===== src/rsf_pkg.sv =====
package rsf_pkg;

  localparam int unsigned CLK_HZ               = 125_000_000;
  localparam int unsigned CHECK_INTERVAL_HOURS = 24;
  localparam int unsigned SECONDS_PER_HOUR     = 3600;
  localparam longint unsigned CHECK_INTERVAL_CYCLES =
    longint'(CHECK_INTERVAL_HOURS) * longint'(SECONDS_PER_HOUR) * longint'(CLK_HZ);
  localparam int CHK_CNT_W  = 44;
  localparam int AHB_ADDR_W = 8;

  localparam logic [2:0] HSIZE_WORD = 3'h2;

  localparam logic [7:0] OFS_CTRL  = 8'h00;
  localparam logic [7:0] OFS_FLAGS = 8'h04;
  localparam logic [7:0] OFS_TRIM  = 8'h08;
  localparam logic [7:0] OFS_TIMER = 8'h0c;
  localparam logic [7:0] OFS_WDOG  = 8'h10;
  localparam logic [7:0] OFS_RPT   = 8'h14;
  localparam logic [7:0] OFS_CENT  = 8'h18;
  localparam logic [7:0] OFS_ISTAT = 8'h1c;
  localparam logic [7:0] OFS_IMASK = 8'h20;

  localparam int B_STOP = 0;
  localparam int B_FT   = 1;
  localparam int B_SQUARE_WAVE_ENABLE = 2;
  localparam int B_ABE  = 3;
  localparam int B_OSC_FAIL_IRQ_ENABLE = 4;
  localparam int B_FIRST_ALARM_IRQ_ENABLE = 5;
  localparam int B_HT   = 6;
  localparam int B_OUT  = 7;
  localparam int B_PIN  = 8;
  localparam int B_OF   = 2;
  localparam int B_BL   = 4;
  localparam int B_DTV  = 0;
  localparam int B_DTS  = 6;
  localparam int B_ATV  = 8;
  localparam int B_ATS  = 16;
  localparam int B_TD   = 0;
  localparam int B_TIE  = 5;
  localparam int B_TP   = 6;
  localparam int B_TE   = 7;
  localparam int B_RS0  = 8;
  localparam int B_RSU  = 9;
  localparam int B_OTP  = 12;
  localparam int B_SECOND_ALARM_ENABLE = 13;
  localparam int B_RB   = 0;
  localparam int B_BMB  = 2;
  localparam int B_RPT1 = 0;
  localparam int B_RPT2 = 8;
  localparam int B_CB   = 0;
  localparam int B_LEAP = 2;

  localparam int IRQ_W  = 3;
  localparam int I_OF   = 0;
  localparam int I_BL   = 1;
  localparam int I_CENT = 2;

  typedef struct packed {
    logic [2:0]           oscSync;
    logic [2:0]           battSync;
    logic [2:0]           pwrSync;
    logic [2:0]           pinSync;
    logic                 oscStopped;
    logic                 battLow;
    logic                 pwrGood;
    logic                 pinLevel;
    logic [CHK_CNT_W-1:0] checkCnt;
    logic                 stopBit;
    logic                 freqTest;
    logic                 sqwEnable;
    logic                 backupAlarmEn;
    logic                 ofIrqEn;
    logic                 a1IrqEn;
    logic                 haltUpdate;
    logic                 outLevel;
    logic                 battLowFlag;
    logic                 oscFailFlag;
    logic [5:0]           digitalTrimValue;
    logic                 digitalTrimSign;
    logic [7:0]           analogTrimValue;
    logic                 analogTrimSign;
    logic                 countdownEnable;
    logic                 countdownPulseMode;
    logic                 countdownIrqEn;
    logic [1:0]           countdownSrcSel;
    logic                 rateSelBit0;
    logic [2:0]           rateSelUpper;
    logic                 otpBit;
    logic                 secondAlarmEnable;
    logic [4:0]           watchdogMult;
    logic [1:0]           watchdogRes;
    logic [4:0]           firstAlarmRepeat;
    logic [4:0]           secondAlarmRepeat;
    logic [IRQ_W-1:0]     irqStatus;
    logic [IRQ_W-1:0]     irqMask;
    logic                 irqPinOe;
    logic                 irqOut;
    logic                 busActive;
    logic                 busWrite;
    logic [AHB_ADDR_W-1:0] busAddr;
  } rsf_state_t;

  localparam rsf_state_t RESET_STATE = '{
    default:         '0,
    sqwEnable:       1'b1,
    outLevel:        1'b1,
    haltUpdate:      1'b1,
    oscFailFlag:     1'b1,
    countdownSrcSel: 2'h3,
    rateSelBit0:     1'b1
  };

  typedef struct packed {
    logic [1:0] century;
    logic       leapYear;
  } rsf_cent_state_t;

  localparam rsf_cent_state_t CENT_RESET_STATE = '{default: '0};

endpackage


===== src/rsf_cent_if.sv =====
`timescale 1ns/1ns
interface rsf_cent_if;
  logic       yearRoll;
  logic [7:0] yearBcd;
  logic       wrEn;
  logic [1:0] wrData;
  logic [1:0] century;
  logic       leapYear;

  modport core (output yearRoll, yearBcd, wrEn, wrData, input century, leapYear);
  modport cent (input yearRoll, yearBcd, wrEn, wrData, output century, leapYear);
endinterface


===== src/rsf_century.sv =====
`timescale 1ns/1ns
module rsf_century (
  input  wire logic clk_sys,
  input  wire logic rstSyncN,
  rsf_cent_if.cent  centIf
);

  rsf_pkg::rsf_cent_state_t s_q;
  rsf_pkg::rsf_cent_state_t s_d;

  // Tens digit even: ones 0/4/8; tens odd: ones 2/6
  function automatic logic isLeap(input logic [7:0] yr, input logic [1:0] cent);
    logic div4;
    div4 = yr[4] ? (yr[3:0] == 4'h2 || yr[3:0] == 4'h6)
                 : (yr[3:0] == 4'h0 || yr[3:0] == 4'h4 || yr[3:0] == 4'h8);
    if (yr == 8'h00) begin
      isLeap = (cent == 2'h0);
    end else begin
      isLeap = div4;
    end
  endfunction

  always_comb begin
    s_d = s_q;
    if (centIf.wrEn) begin
      s_d.century = centIf.wrData;
    end
    if (centIf.yearRoll) begin
      s_d.century = s_d.century + 2'h1;
    end
    s_d.leapYear = isLeap(centIf.yearBcd, s_d.century);
  end

  always_ff @(posedge clk_sys or negedge rstSyncN) begin
    if (!rstSyncN) begin
      s_q <= rsf_pkg::CENT_RESET_STATE;
    end else begin
      s_q <= s_d;
    end
  end

  assign centIf.century  = s_q.century;
  assign centIf.leapYear = s_q.leapYear;
endmodule // rsf_century


===== src/rsf_top.sv =====
`timescale 1ns/1ns
module rsf_top #(
  parameter longint unsigned CheckIntervalCycles = rsf_pkg::CHECK_INTERVAL_CYCLES
) (
  input  wire logic                          clk_sys,
  input  wire logic                          resetn,
  input  wire logic                          hsel,
  input  wire logic [rsf_pkg::AHB_ADDR_W-1:0] haddr,
  input  wire logic [1:0]                    htrans,
  input  wire logic                          hwrite,
  input  wire logic [2:0]                    hsize,
  input  wire logic [31:0]                   hwdata,
  input  wire logic                          hready,
  output logic      [31:0]                   hrdata,
  output logic                               hreadyout,
  output logic                               hresp,
  input  wire logic                          oscStoppedIn,
  input  wire logic                          battLowIn,
  input  wire logic                          mainPowerGoodIn,
  input  wire logic                          alarmIrqReq,
  input  wire logic                          watchdogIrqReq,
  input  wire logic                          yearRollover,
  input  wire logic [7:0]                    yearBcd,
  input  wire logic                          irqPinI,
  output logic                               irqPinO,
  output logic                               irqPinOe,
  output logic                               irq,
  output logic                               stopBitOut,
  output logic                               frequencyTestOut,
  output logic                               squareWaveEnableOut,
  output logic                               haltUpdateOut,
  output logic                               countdownEnableOut,
  output logic      [1:0]                    centuryCount,
  output logic                               leapYear
);

  localparam logic [rsf_pkg::CHK_CNT_W-1:0] CHK_LAST =
    rsf_pkg::CHK_CNT_W'(CheckIntervalCycles - 64'd1);

  logic [1:0]          rstSync;
  logic                rstSyncN;
  rsf_pkg::rsf_state_t s_q;
  rsf_pkg::rsf_state_t s_d;
  logic                pwrRise;
  logic                checkNow;
  logic                ofSetNow;
  logic                irqActive;
  logic                wrStrobe;
  logic                flagsClr;
  logic [31:0]         readData;

  rsf_cent_if centIf ();

  rsf_century u_century (
    .clk_sys  (clk_sys),
    .rstSyncN (rstSyncN),
    .centIf   (centIf)
  );

  // Release only; assertion of the pin reset stays asynchronous
  always_ff @(posedge clk_sys or negedge resetn) begin
    if (!resetn) begin
      rstSync <= 2'h0;
    end else begin
      rstSync <= {rstSync[0], 1'b1};
    end
  end
  assign rstSyncN = rstSync[1];

  function automatic logic [31:0] readReg(input rsf_pkg::rsf_state_t s,
                                          input logic [1:0] cent,
                                          input logic leap);
    logic [31:0] r;
    r = 32'h0;
    case (s.busAddr)
      rsf_pkg::OFS_CTRL: begin
        r[rsf_pkg::B_STOP] = s.stopBit;
        r[rsf_pkg::B_FT]   = s.freqTest;
        r[rsf_pkg::B_SQUARE_WAVE_ENABLE] = s.sqwEnable;
        r[rsf_pkg::B_ABE]  = s.backupAlarmEn;
        r[rsf_pkg::B_OSC_FAIL_IRQ_ENABLE] = s.ofIrqEn;
        r[rsf_pkg::B_FIRST_ALARM_IRQ_ENABLE] = s.a1IrqEn;
        r[rsf_pkg::B_HT]   = s.haltUpdate;
        r[rsf_pkg::B_OUT]  = s.outLevel;
        r[rsf_pkg::B_PIN]  = s.pinLevel;
      end
      rsf_pkg::OFS_FLAGS: begin
        r[rsf_pkg::B_OF] = s.oscFailFlag;
        r[rsf_pkg::B_BL] = s.battLowFlag;
      end
      rsf_pkg::OFS_TRIM: begin
        r[rsf_pkg::B_DTV +: 6] = s.digitalTrimValue;
        r[rsf_pkg::B_DTS]      = s.digitalTrimSign;
        r[rsf_pkg::B_ATV +: 8] = s.analogTrimValue;
        r[rsf_pkg::B_ATS]      = s.analogTrimSign;
      end
      rsf_pkg::OFS_TIMER: begin
        r[rsf_pkg::B_TD +: 2]  = s.countdownSrcSel;
        r[rsf_pkg::B_TIE]      = s.countdownIrqEn;
        r[rsf_pkg::B_TP]       = s.countdownPulseMode;
        r[rsf_pkg::B_TE]       = s.countdownEnable;
        r[rsf_pkg::B_RS0]      = s.rateSelBit0;
        r[rsf_pkg::B_RSU +: 3] = s.rateSelUpper;
        r[rsf_pkg::B_OTP]      = s.otpBit;
        r[rsf_pkg::B_SECOND_ALARM_ENABLE]     = s.secondAlarmEnable;
      end
      rsf_pkg::OFS_WDOG: begin
        r[rsf_pkg::B_RB +: 2]  = s.watchdogRes;
        r[rsf_pkg::B_BMB +: 5] = s.watchdogMult;
      end
      rsf_pkg::OFS_RPT: begin
        r[rsf_pkg::B_RPT1 +: 5] = s.firstAlarmRepeat;
        r[rsf_pkg::B_RPT2 +: 5] = s.secondAlarmRepeat;
      end
      rsf_pkg::OFS_CENT: begin
        r[rsf_pkg::B_CB +: 2] = cent;
        r[rsf_pkg::B_LEAP]    = leap;
      end
      rsf_pkg::OFS_ISTAT: r[rsf_pkg::IRQ_W-1:0] = s.irqStatus;
      rsf_pkg::OFS_IMASK: r[rsf_pkg::IRQ_W-1:0] = s.irqMask;
      default: r = 32'h0;
    endcase
    readReg = r;
  endfunction

  always_comb begin
    s_d = s_q;
    // Three-stage synchronisers; a change counts once stages two and three agree
    s_d.oscSync  = {s_q.oscSync[1:0], oscStoppedIn};
    s_d.battSync = {s_q.battSync[1:0], battLowIn};
    s_d.pwrSync  = {s_q.pwrSync[1:0], mainPowerGoodIn};
    s_d.pinSync  = {s_q.pinSync[1:0], irqPinI};
    if (s_q.oscSync[2] == s_q.oscSync[1]) begin
      s_d.oscStopped = s_q.oscSync[2];
    end
    if (s_q.battSync[2] == s_q.battSync[1]) begin
      s_d.battLow = s_q.battSync[2];
    end
    if (s_q.pwrSync[2] == s_q.pwrSync[1]) begin
      s_d.pwrGood = s_q.pwrSync[2];
    end
    if (s_q.pinSync[2] == s_q.pinSync[1]) begin
      s_d.pinLevel = s_q.pinSync[2];
    end

    // Main power coming up is a power-up event, first or battery-backed
    pwrRise  = s_d.pwrGood & ~s_q.pwrGood;
    checkNow = pwrRise | (s_q.pwrGood & (s_q.checkCnt == CHK_LAST));
    if (!s_q.pwrGood || checkNow) begin
      s_d.checkCnt = '0;
    end else begin
      s_d.checkCnt = s_q.checkCnt + rsf_pkg::CHK_CNT_W'(1);
    end
    // Comparator is looked at only here, so noise between checks is ignored
    if (checkNow) begin
      s_d.battLowFlag = s_q.battLow;
    end

    // Bus data phase
    wrStrobe = s_q.busActive & s_q.busWrite;
    flagsClr = 1'b0;
    if (wrStrobe) begin
      case (s_q.busAddr)
        rsf_pkg::OFS_CTRL: begin
          s_d.stopBit       = hwdata[rsf_pkg::B_STOP];
          s_d.freqTest      = hwdata[rsf_pkg::B_FT];
          s_d.sqwEnable     = hwdata[rsf_pkg::B_SQUARE_WAVE_ENABLE];
          s_d.backupAlarmEn = hwdata[rsf_pkg::B_ABE];
          s_d.ofIrqEn       = hwdata[rsf_pkg::B_OSC_FAIL_IRQ_ENABLE];
          s_d.a1IrqEn       = hwdata[rsf_pkg::B_FIRST_ALARM_IRQ_ENABLE];
          s_d.haltUpdate    = hwdata[rsf_pkg::B_HT];
          s_d.outLevel      = hwdata[rsf_pkg::B_OUT];
        end
        rsf_pkg::OFS_FLAGS: begin
          // Only a zero clears; writing one leaves the flag alone
          flagsClr = ~hwdata[rsf_pkg::B_OF];
        end
        rsf_pkg::OFS_TRIM: begin
          s_d.digitalTrimValue = hwdata[rsf_pkg::B_DTV +: 6];
          s_d.digitalTrimSign  = hwdata[rsf_pkg::B_DTS];
          s_d.analogTrimValue  = hwdata[rsf_pkg::B_ATV +: 8];
          s_d.analogTrimSign   = hwdata[rsf_pkg::B_ATS];
        end
        rsf_pkg::OFS_TIMER: begin
          s_d.countdownSrcSel    = hwdata[rsf_pkg::B_TD +: 2];
          s_d.countdownIrqEn     = hwdata[rsf_pkg::B_TIE];
          s_d.countdownPulseMode = hwdata[rsf_pkg::B_TP];
          s_d.countdownEnable    = hwdata[rsf_pkg::B_TE];
          s_d.rateSelBit0        = hwdata[rsf_pkg::B_RS0];
          s_d.rateSelUpper       = hwdata[rsf_pkg::B_RSU +: 3];
          s_d.otpBit             = hwdata[rsf_pkg::B_OTP];
          s_d.secondAlarmEnable  = hwdata[rsf_pkg::B_SECOND_ALARM_ENABLE];
        end
        rsf_pkg::OFS_WDOG: begin
          s_d.watchdogRes  = hwdata[rsf_pkg::B_RB +: 2];
          s_d.watchdogMult = hwdata[rsf_pkg::B_BMB +: 5];
        end
        rsf_pkg::OFS_RPT: begin
          s_d.firstAlarmRepeat  = hwdata[rsf_pkg::B_RPT1 +: 5];
          s_d.secondAlarmRepeat = hwdata[rsf_pkg::B_RPT2 +: 5];
        end
        rsf_pkg::OFS_IMASK: s_d.irqMask = hwdata[rsf_pkg::IRQ_W-1:0];
        default: s_d.irqMask = s_d.irqMask;
      endcase
    end

    // Sampled whether or not main power is up, so stops in backup are kept
    ofSetNow = s_q.oscStopped | s_q.stopBit;
    if (flagsClr) begin
      s_d.oscFailFlag = 1'b0;
    end
    if (ofSetNow) begin
      s_d.oscFailFlag = 1'b1;
    end

    // Battery-backed power-up; at first power-up these match the defaults
    if (pwrRise) begin
      s_d.freqTest        = 1'b0;
      s_d.watchdogMult    = 5'h0;
      s_d.watchdogRes     = 2'h0;
      s_d.countdownEnable = 1'b0;
      s_d.haltUpdate      = 1'b1;
    end

    // Sticky events, write one to clear; a new event beats the clear
    s_d.irqStatus = s_q.irqStatus;
    if (wrStrobe && s_q.busAddr == rsf_pkg::OFS_ISTAT) begin
      s_d.irqStatus = s_q.irqStatus & ~hwdata[rsf_pkg::IRQ_W-1:0];
    end
    s_d.irqStatus[rsf_pkg::I_OF]   = s_d.irqStatus[rsf_pkg::I_OF] | (ofSetNow & ~s_q.oscFailFlag);
    s_d.irqStatus[rsf_pkg::I_BL]   = s_d.irqStatus[rsf_pkg::I_BL] |
                                     (checkNow & s_q.battLow & ~s_q.battLowFlag);
    s_d.irqStatus[rsf_pkg::I_CENT] = s_d.irqStatus[rsf_pkg::I_CENT] | yearRollover;
    s_d.irqOut = |(s_q.irqStatus & s_q.irqMask);

    // Oscillator-fail, first-alarm or watchdog interrupt wins; only an idle pin follows the level bit
    irqActive = (s_q.ofIrqEn & s_q.oscFailFlag) | (s_q.a1IrqEn & alarmIrqReq) | watchdogIrqReq;
    s_d.irqPinOe = irqActive | ~s_q.outLevel;

    // Address phase; only whole-word transfers are taken
    s_d.busActive = hsel & htrans[1] & hready & (hsize == rsf_pkg::HSIZE_WORD);
    s_d.busWrite  = hwrite;
    s_d.busAddr   = haddr;
  end

  always_ff @(posedge clk_sys or negedge rstSyncN) begin
    if (!rstSyncN) begin
      s_q <= rsf_pkg::RESET_STATE;
    end else begin
      s_q <= s_d;
    end
  end

  assign centIf.yearRoll = yearRollover;
  assign centIf.yearBcd  = yearBcd;
  assign centIf.wrEn     = wrStrobe && (s_q.busAddr == rsf_pkg::OFS_CENT);
  assign centIf.wrData   = hwdata[rsf_pkg::B_CB +: 2];

  // Read mux sits on flops and the latched address, so no extra wait state
  assign readData  = readReg(s_q, centIf.century, centIf.leapYear);
  assign hrdata    = (s_q.busActive && !s_q.busWrite) ? readData : 32'h0;
  assign hreadyout = 1'b1;
  assign hresp     = 1'b0;

  assign irqPinO             = 1'b0;
  assign irqPinOe            = s_q.irqPinOe;
  assign irq                 = s_q.irqOut;
  assign stopBitOut          = s_q.stopBit;
  assign frequencyTestOut    = s_q.freqTest;
  assign squareWaveEnableOut = s_q.sqwEnable;
  assign haltUpdateOut       = s_q.haltUpdate;
  assign countdownEnableOut  = s_q.countdownEnable;
  assign centuryCount        = centIf.century;
  assign leapYear            = centIf.leapYear;
endmodule // rsf_top


===== config.mk =====
export PLATFORM = sky130hd
export DESIGN_NAME = rsf_top
export DESIGN_NICKNAME = d
export VERILOG_FILES = /design/src/rsf_pkg.sv /design/src/rsf_cent_if.sv /design/src/rsf_century.sv /design/src/rsf_top.sv
export SDC_FILE = /design/constraint.sdc
export NUM_CORES = 1
export LEC_CHECK = 0
export ABC_AREA = 1
export BUFFER_PORTS_ARGS = -buffer_cell sky130_fd_sc_hd__buf_2
export CORE_UTILIZATION = 61
export CTS_CLUSTER_SIZE = 16
export DETAILED_ROUTE_END_ITERATION = 12
export PLACE_DENSITY_LB_ADDON = 0.05
export SLEW_MARGIN = 25
export SYNTH_ARGS = -nofsm -noshare
export SYNTH_HDL_FRONTEND = slang
export SYNTH_SLANG_ARGS = --single-unit
export TNS_END_PERCENT = 50

===== constraint.sdc =====
create_clock -name clk_sys -period 8.2 [get_ports clk_sys]
set_clock_uncertainty 0.2 [all_clocks]
set_input_delay 1.64 -clock clk_sys [delete_from_list [all_inputs] [get_ports clk_sys]]
set_output_delay 1.64 -clock clk_sys [all_outputs]
set_load 0.05 [all_outputs]

Word level (Yosys, flattened, before mapping)
Index checks and enable logic that the tools add are counted.
- register bits after elaboration: 137
- input bits: 65
- logic and storage cells: 151
- add/subtract/negate cells: 2
- equality and inequality tests: 18
- muxes and demuxes: 32
- bitwise operators: 27
- reductions and logical operators: 27
- operators by type and width (cell ; count):
    44-bit by 1-bit adder with 44-bit output (second input constant) ; 1
    44-bit equality test (second input constant) ; 1
    44-bit two-way mux ; 1
    8-bit by 5-bit equality test with 1-bit output (second input constant) ; 4
    28-bit two-way mux ; 1
    7-bit two-way mux ; 4
    17-bit two-way mux ; 1
    8-bit by 4-bit equality test with 1-bit output (second input constant) ; 2
    8-bit zero test ; 2
    2-bit case mux with 8 select lines ; 1
    2-bit AND reduction ; 8
    4-bit case mux with 3 select lines ; 1
    1-bit bitwise AND ; 11
    11-bit two-way mux ; 1
    1-bit two-way mux ; 10
    10-bit two-way mux ; 1
    2-bit nonzero test ; 5
    4-bit by 3-bit equality test with 1-bit output (second input constant) ; 2
    8-bit by 3-bit equality test with 1-bit output (second input constant) ; 1
    8-bit by 6-bit equality test with 1-bit output (second input constant) ; 1
    1-bit OR ; 8
    1-bit case mux with 4 select lines ; 2
    1-bit case mux with 8 select lines ; 1
    2-bit case mux with 4 select lines ; 1
    18 further kinds ; 35

Logic depth before layout (Yosys ltp)
- word-level depth: 7
- depth in mapped cells: 11
- gate-level depth less buffers: 10

Cells and area by module
A second synthesis with hierarchy kept.
- cells, all modules: 934
- area total of the unflattened synthesis: 7229.4 um^2
- modules (own cells, without submodules) (module ; instances ; cells each ; area each (um^2)):
    rsf_top ; 1 ; 882 ; 6927.9
    rsf_century ; 1 ; 52 ; 301.5

Worst setup path before layout
OpenSTA, ideal clock, no wires.
- kind: register to output
- start point: register s_q[7] (netlist name)
- end point: output port hrdata[10]
- data arrival time: 1.981 ns
- setup slack: 4.379 ns
- stages on the path, launching flop included: 9
- cells stage by stage: dfrtp_1 -> nor2_4 -> nand2_2 -> nor2_4 -> nand2_1 -> inv_2 -> buf_4 -> nand2_1 -> a31oi_1
- longest elaborated chain between the ends: 3
- ends and longest elaborated chain (what ; line ; text):
    start: declaration ; rsf_top.sv:42 ; rsf_pkg::rsf_state_t s_q;
    start signal: assignment ; rsf_top.sv:248 ; s_q <= rsf_pkg::RESET_STATE;
    8-bit by 5-bit equality test with 1-bit output or 8-bit by 4-bit equality test with 1-bit output (tied branches) ; rsf_top.sv:75 ; case (s.busAddr)
    4-bit case mux with 3 select lines (*) ; rsf_top.sv:75 ;
    17-bit two-way mux (*) ; rsf_top.sv:261 ; assign hrdata = (s_q.busActive && !s_q.busWrite) ? readData : 32'h0;
    end: declaration ; rsf_top.sv:14 ; output logic [31:0] hrdata,
Mark *: on every way between the ends. The rest lies on a longest branch, timed or not.

Worst setup path in the final report
- start point: register s_q[5] (netlist name)
- end point: output port hrdata[4]
- longest elaborated chain between the ends: 3
- ends and longest elaborated chain (what ; line):
    8-bit by 5-bit equality test with 1-bit output, or another cell as far along ; rsf_top.sv:75
    1-bit case mux with 5 select lines (*) ; rsf_top.sv:75
    17-bit two-way mux (*) ; rsf_top.sv:261
Marked as above.

==> out/qor.txt <==
max-cap violation count = 0
# setup viols final = 0
crit start category = flip-flop
leading area contributor after synthesis = dfrtp_1
crit-path max FO = 11
ys async rst share = 100%
pre-CTS WS = 4.15 ns
CP Class = reg2out
most common cell in the netlist = nand2_1
mapped cell area = 6850 um2
largest net degree at the start of global routing = 72
Critical Path Start = s_q[5]
overall die width = 108 um
Total Wirelength = 16600 um
CP Data Required Time = 6.36 ns
CP Capture Type = primary output
gr usage total = 30.7%
status = finished clean
yosys warns = 0
Hold Vio Cnt, Final = 0
Slew @ Worst Pin = 0.910 ns
CTS Buf Count = 17
initial antenna violation count = 0
Cell Rows = 38
n_diodes = 0
clk slew on worst S/H paths = 0.06 ns
Design Area, Final = 7770 um2
first-pass GRT wire length = 26800 um
worst r2r src = s_q[72]
RSZ-0062 raised after global routing = no
full die area = 11700 um2
IO Port Bufs = 75
Peak supply drop = 0.189 mV
pins over their slew limit = 0
reg2reg setup slack = 5.50 ns
RR Endpoint = s_q[77]
share of layout cells above drive strength 1 = 16.8%
Synth Instances = 842
post-place instance area = 7230 um2
HP Class = reg2reg
clock latency on the worst-skew pair = 0.53 ns
vias in the first global route = 5394
Pleak = 3.61 nW
DRT Pass-1 Iters = 6
CTS Hold Bufs = 0
Commonest cells post-synth = nand2_1 (235), dfrtp_1 (130), nor2_1 (121), inv_1 (70), nand3_1 (39)
Slew HR = 39.2%
Synth cell types = 44
top cell type's share of synthesized area = 47.5%
DP Cell Count = 1042
wire length per cell = 15.5 um
largest cells by area after synthesis = dfrtp_1 (47%), nand2_1 (13%), nor2_1 (6.6%)
clk sink count = 137
Final ANT Viol Nets = 0
H-tree Lvls = 4
IO Pins = 110
final worst setup slack = 3.61 ns
CTS Buffer Depth = 2
CTS tree = built
Die Ht = 108 um
fmax = 0.218 GHz
fin cells = 1073
Synth Flop Type = dfrtp_1
syn_area_per_cell = 8.14 um2
Root Buffer = clkbuf_8
Via-to-Cell Ratio = 5.36
area grow syn2layout = 13.3%
detailed placement HPWL = 11800 um
Post-synth EDFFs = 0
post-route DRC violation count = 0
core area = 10900 um2
GPL Wtd Cong = 0.902
setup TNS = 0 ns
sequential share of the synthesized area = 50.2%
worst setup path end = hrdata[4]
grt total ovfl = 0
r2r worst-path depth = 8
final worst-path cycle share = 56.0%
post-CTS sizing = 0
Yosys reg bits = 137
routed via count = 5748
pwr/cell area = 194 nW/um2
minimum clock period = 4.59 ns
First DRT Iteration DRCs = 535
Initial Utilization = 62.9%
Crit path arrival time = 2.75 ns
post-CTS setup buffers = 0
Nets = 987
-- layer usage --
metal | vias to the layer above | GRT usage [%] | part of all wire (%)
li1 | 2800 | - | -
met1 | 2718 | 46.2 | 48
met2 | 209 | 44.9 | 45
met3 | 21 | 6.51 | 6.2
met4 | 0 | 8.41 | 1.2
met5 | - | 0 | 0
-- worst min-delay path by stage --
stage / from / endpoint / slack, ns / cells past startpoint
finish: s_d[121] / s_d[122] / 0.15 / 0
CTS: s_d[121] / s_d[122] / 0.15 / 0
global route: s_d[121] / s_d[122] / 0.15 / 0
global placement: s_d[130] / s_d[131] / 0.13 / 0
detailed placement: s_d[121] / s_d[122] / 0.14 / 0
floorplan: rstSync[0] / rstSync[1] / 0.13 / 0
-- logic make-up (layout without fill, tap and decap cells) --
family / count (synthesis) / after routing / share of synthesized area, %
fa+ha+maj: 4 / 4 / 0.621
flops: 137 / 137 / 50.2
mux: 3 / 3 / 0.657
buf+inv: 119 / 193 / 8.42
compound gates: 85 / 85 / 6.70
other cells: 2 / 19 / 0.110
xor+xnor: 35 / 35 / 4.47
simple gates: 457 / 457 / 28.9
-- registers in the layout (all words and copies together) (netlist names) --
register	count
stopBitOut	1
squareWaveEnableOut	1
s_d	8
irqPinOe	1
s_q	117
frequencyTestOut	1
countdownEnableOut	1
rstSync	2
irq	1
u_century.centIf.leapYear	1
haltUpdateOut	1
u_century.centIf.century	2
-- worst max-delay path: stages (launching register included) --
cell      delay [ns]
dfrtp_1         0.41
inv_2           0.09
nand2_1         0.05
nor2_1          0.54
nand2_1         0.16
clkinv_1        0.26
nand2_1         0.08
o21ai_1         0.09
nor2_1          0.05
a21oi_1         0.18
buf_2           0.30
-- power breakdown --
group	total, W	leakage, nW	switching (W)	internal, W
Sequential	0.000710	1.59	0.0000170	0.000693
Combinational	0.000103	1.75	0.0000790	0.0000242
Clock	0.000696	0.267	0.000274	0.000422
-- metrics by stage --
step                      utilization [%]  power [W]  hold slack [ns]
after floorplan                         -   0.000803            0.131
after global placement               66.4   0.000820            0.133
after detailed placement             66.4   0.000825            0.136
after CTS                            71.3    0.00152            0.148
after global routing                 71.3    0.00156            0.152
final                                71.3    0.00151            0.148
-- placed cells by master (no fill, tap or decap), drive strengths merged, types with 2 or more instances in the layout --
cell,instances
nand2,243
dfrtp,130
nor2,129
inv,83
buf,77
o21ai,62
nand3,41
xor2,31
nor3,25
clkbuf,23
conb,19
nand4,15
a21oi,11
clkinv,8
dfstp,7
xnor2,4
mux2,3
maj3,3
o22ai,2
nand3b,2
a31oi,2
-- layout make-up --
type | count | area (um2)
Timing Repair Buffer | 77 | 390
Fill cell | 909 | 3120
Clock inverter | 8 | 71.3
Tap cell | 140 | 175
Clock buffer | 23 | 467
Inverter | 85 | 320
Multi-Input combinational cell | 603 | 2900
Sequential cell | 137 | 3440
No activity file was read; power rests on OpenSTA's default activity.
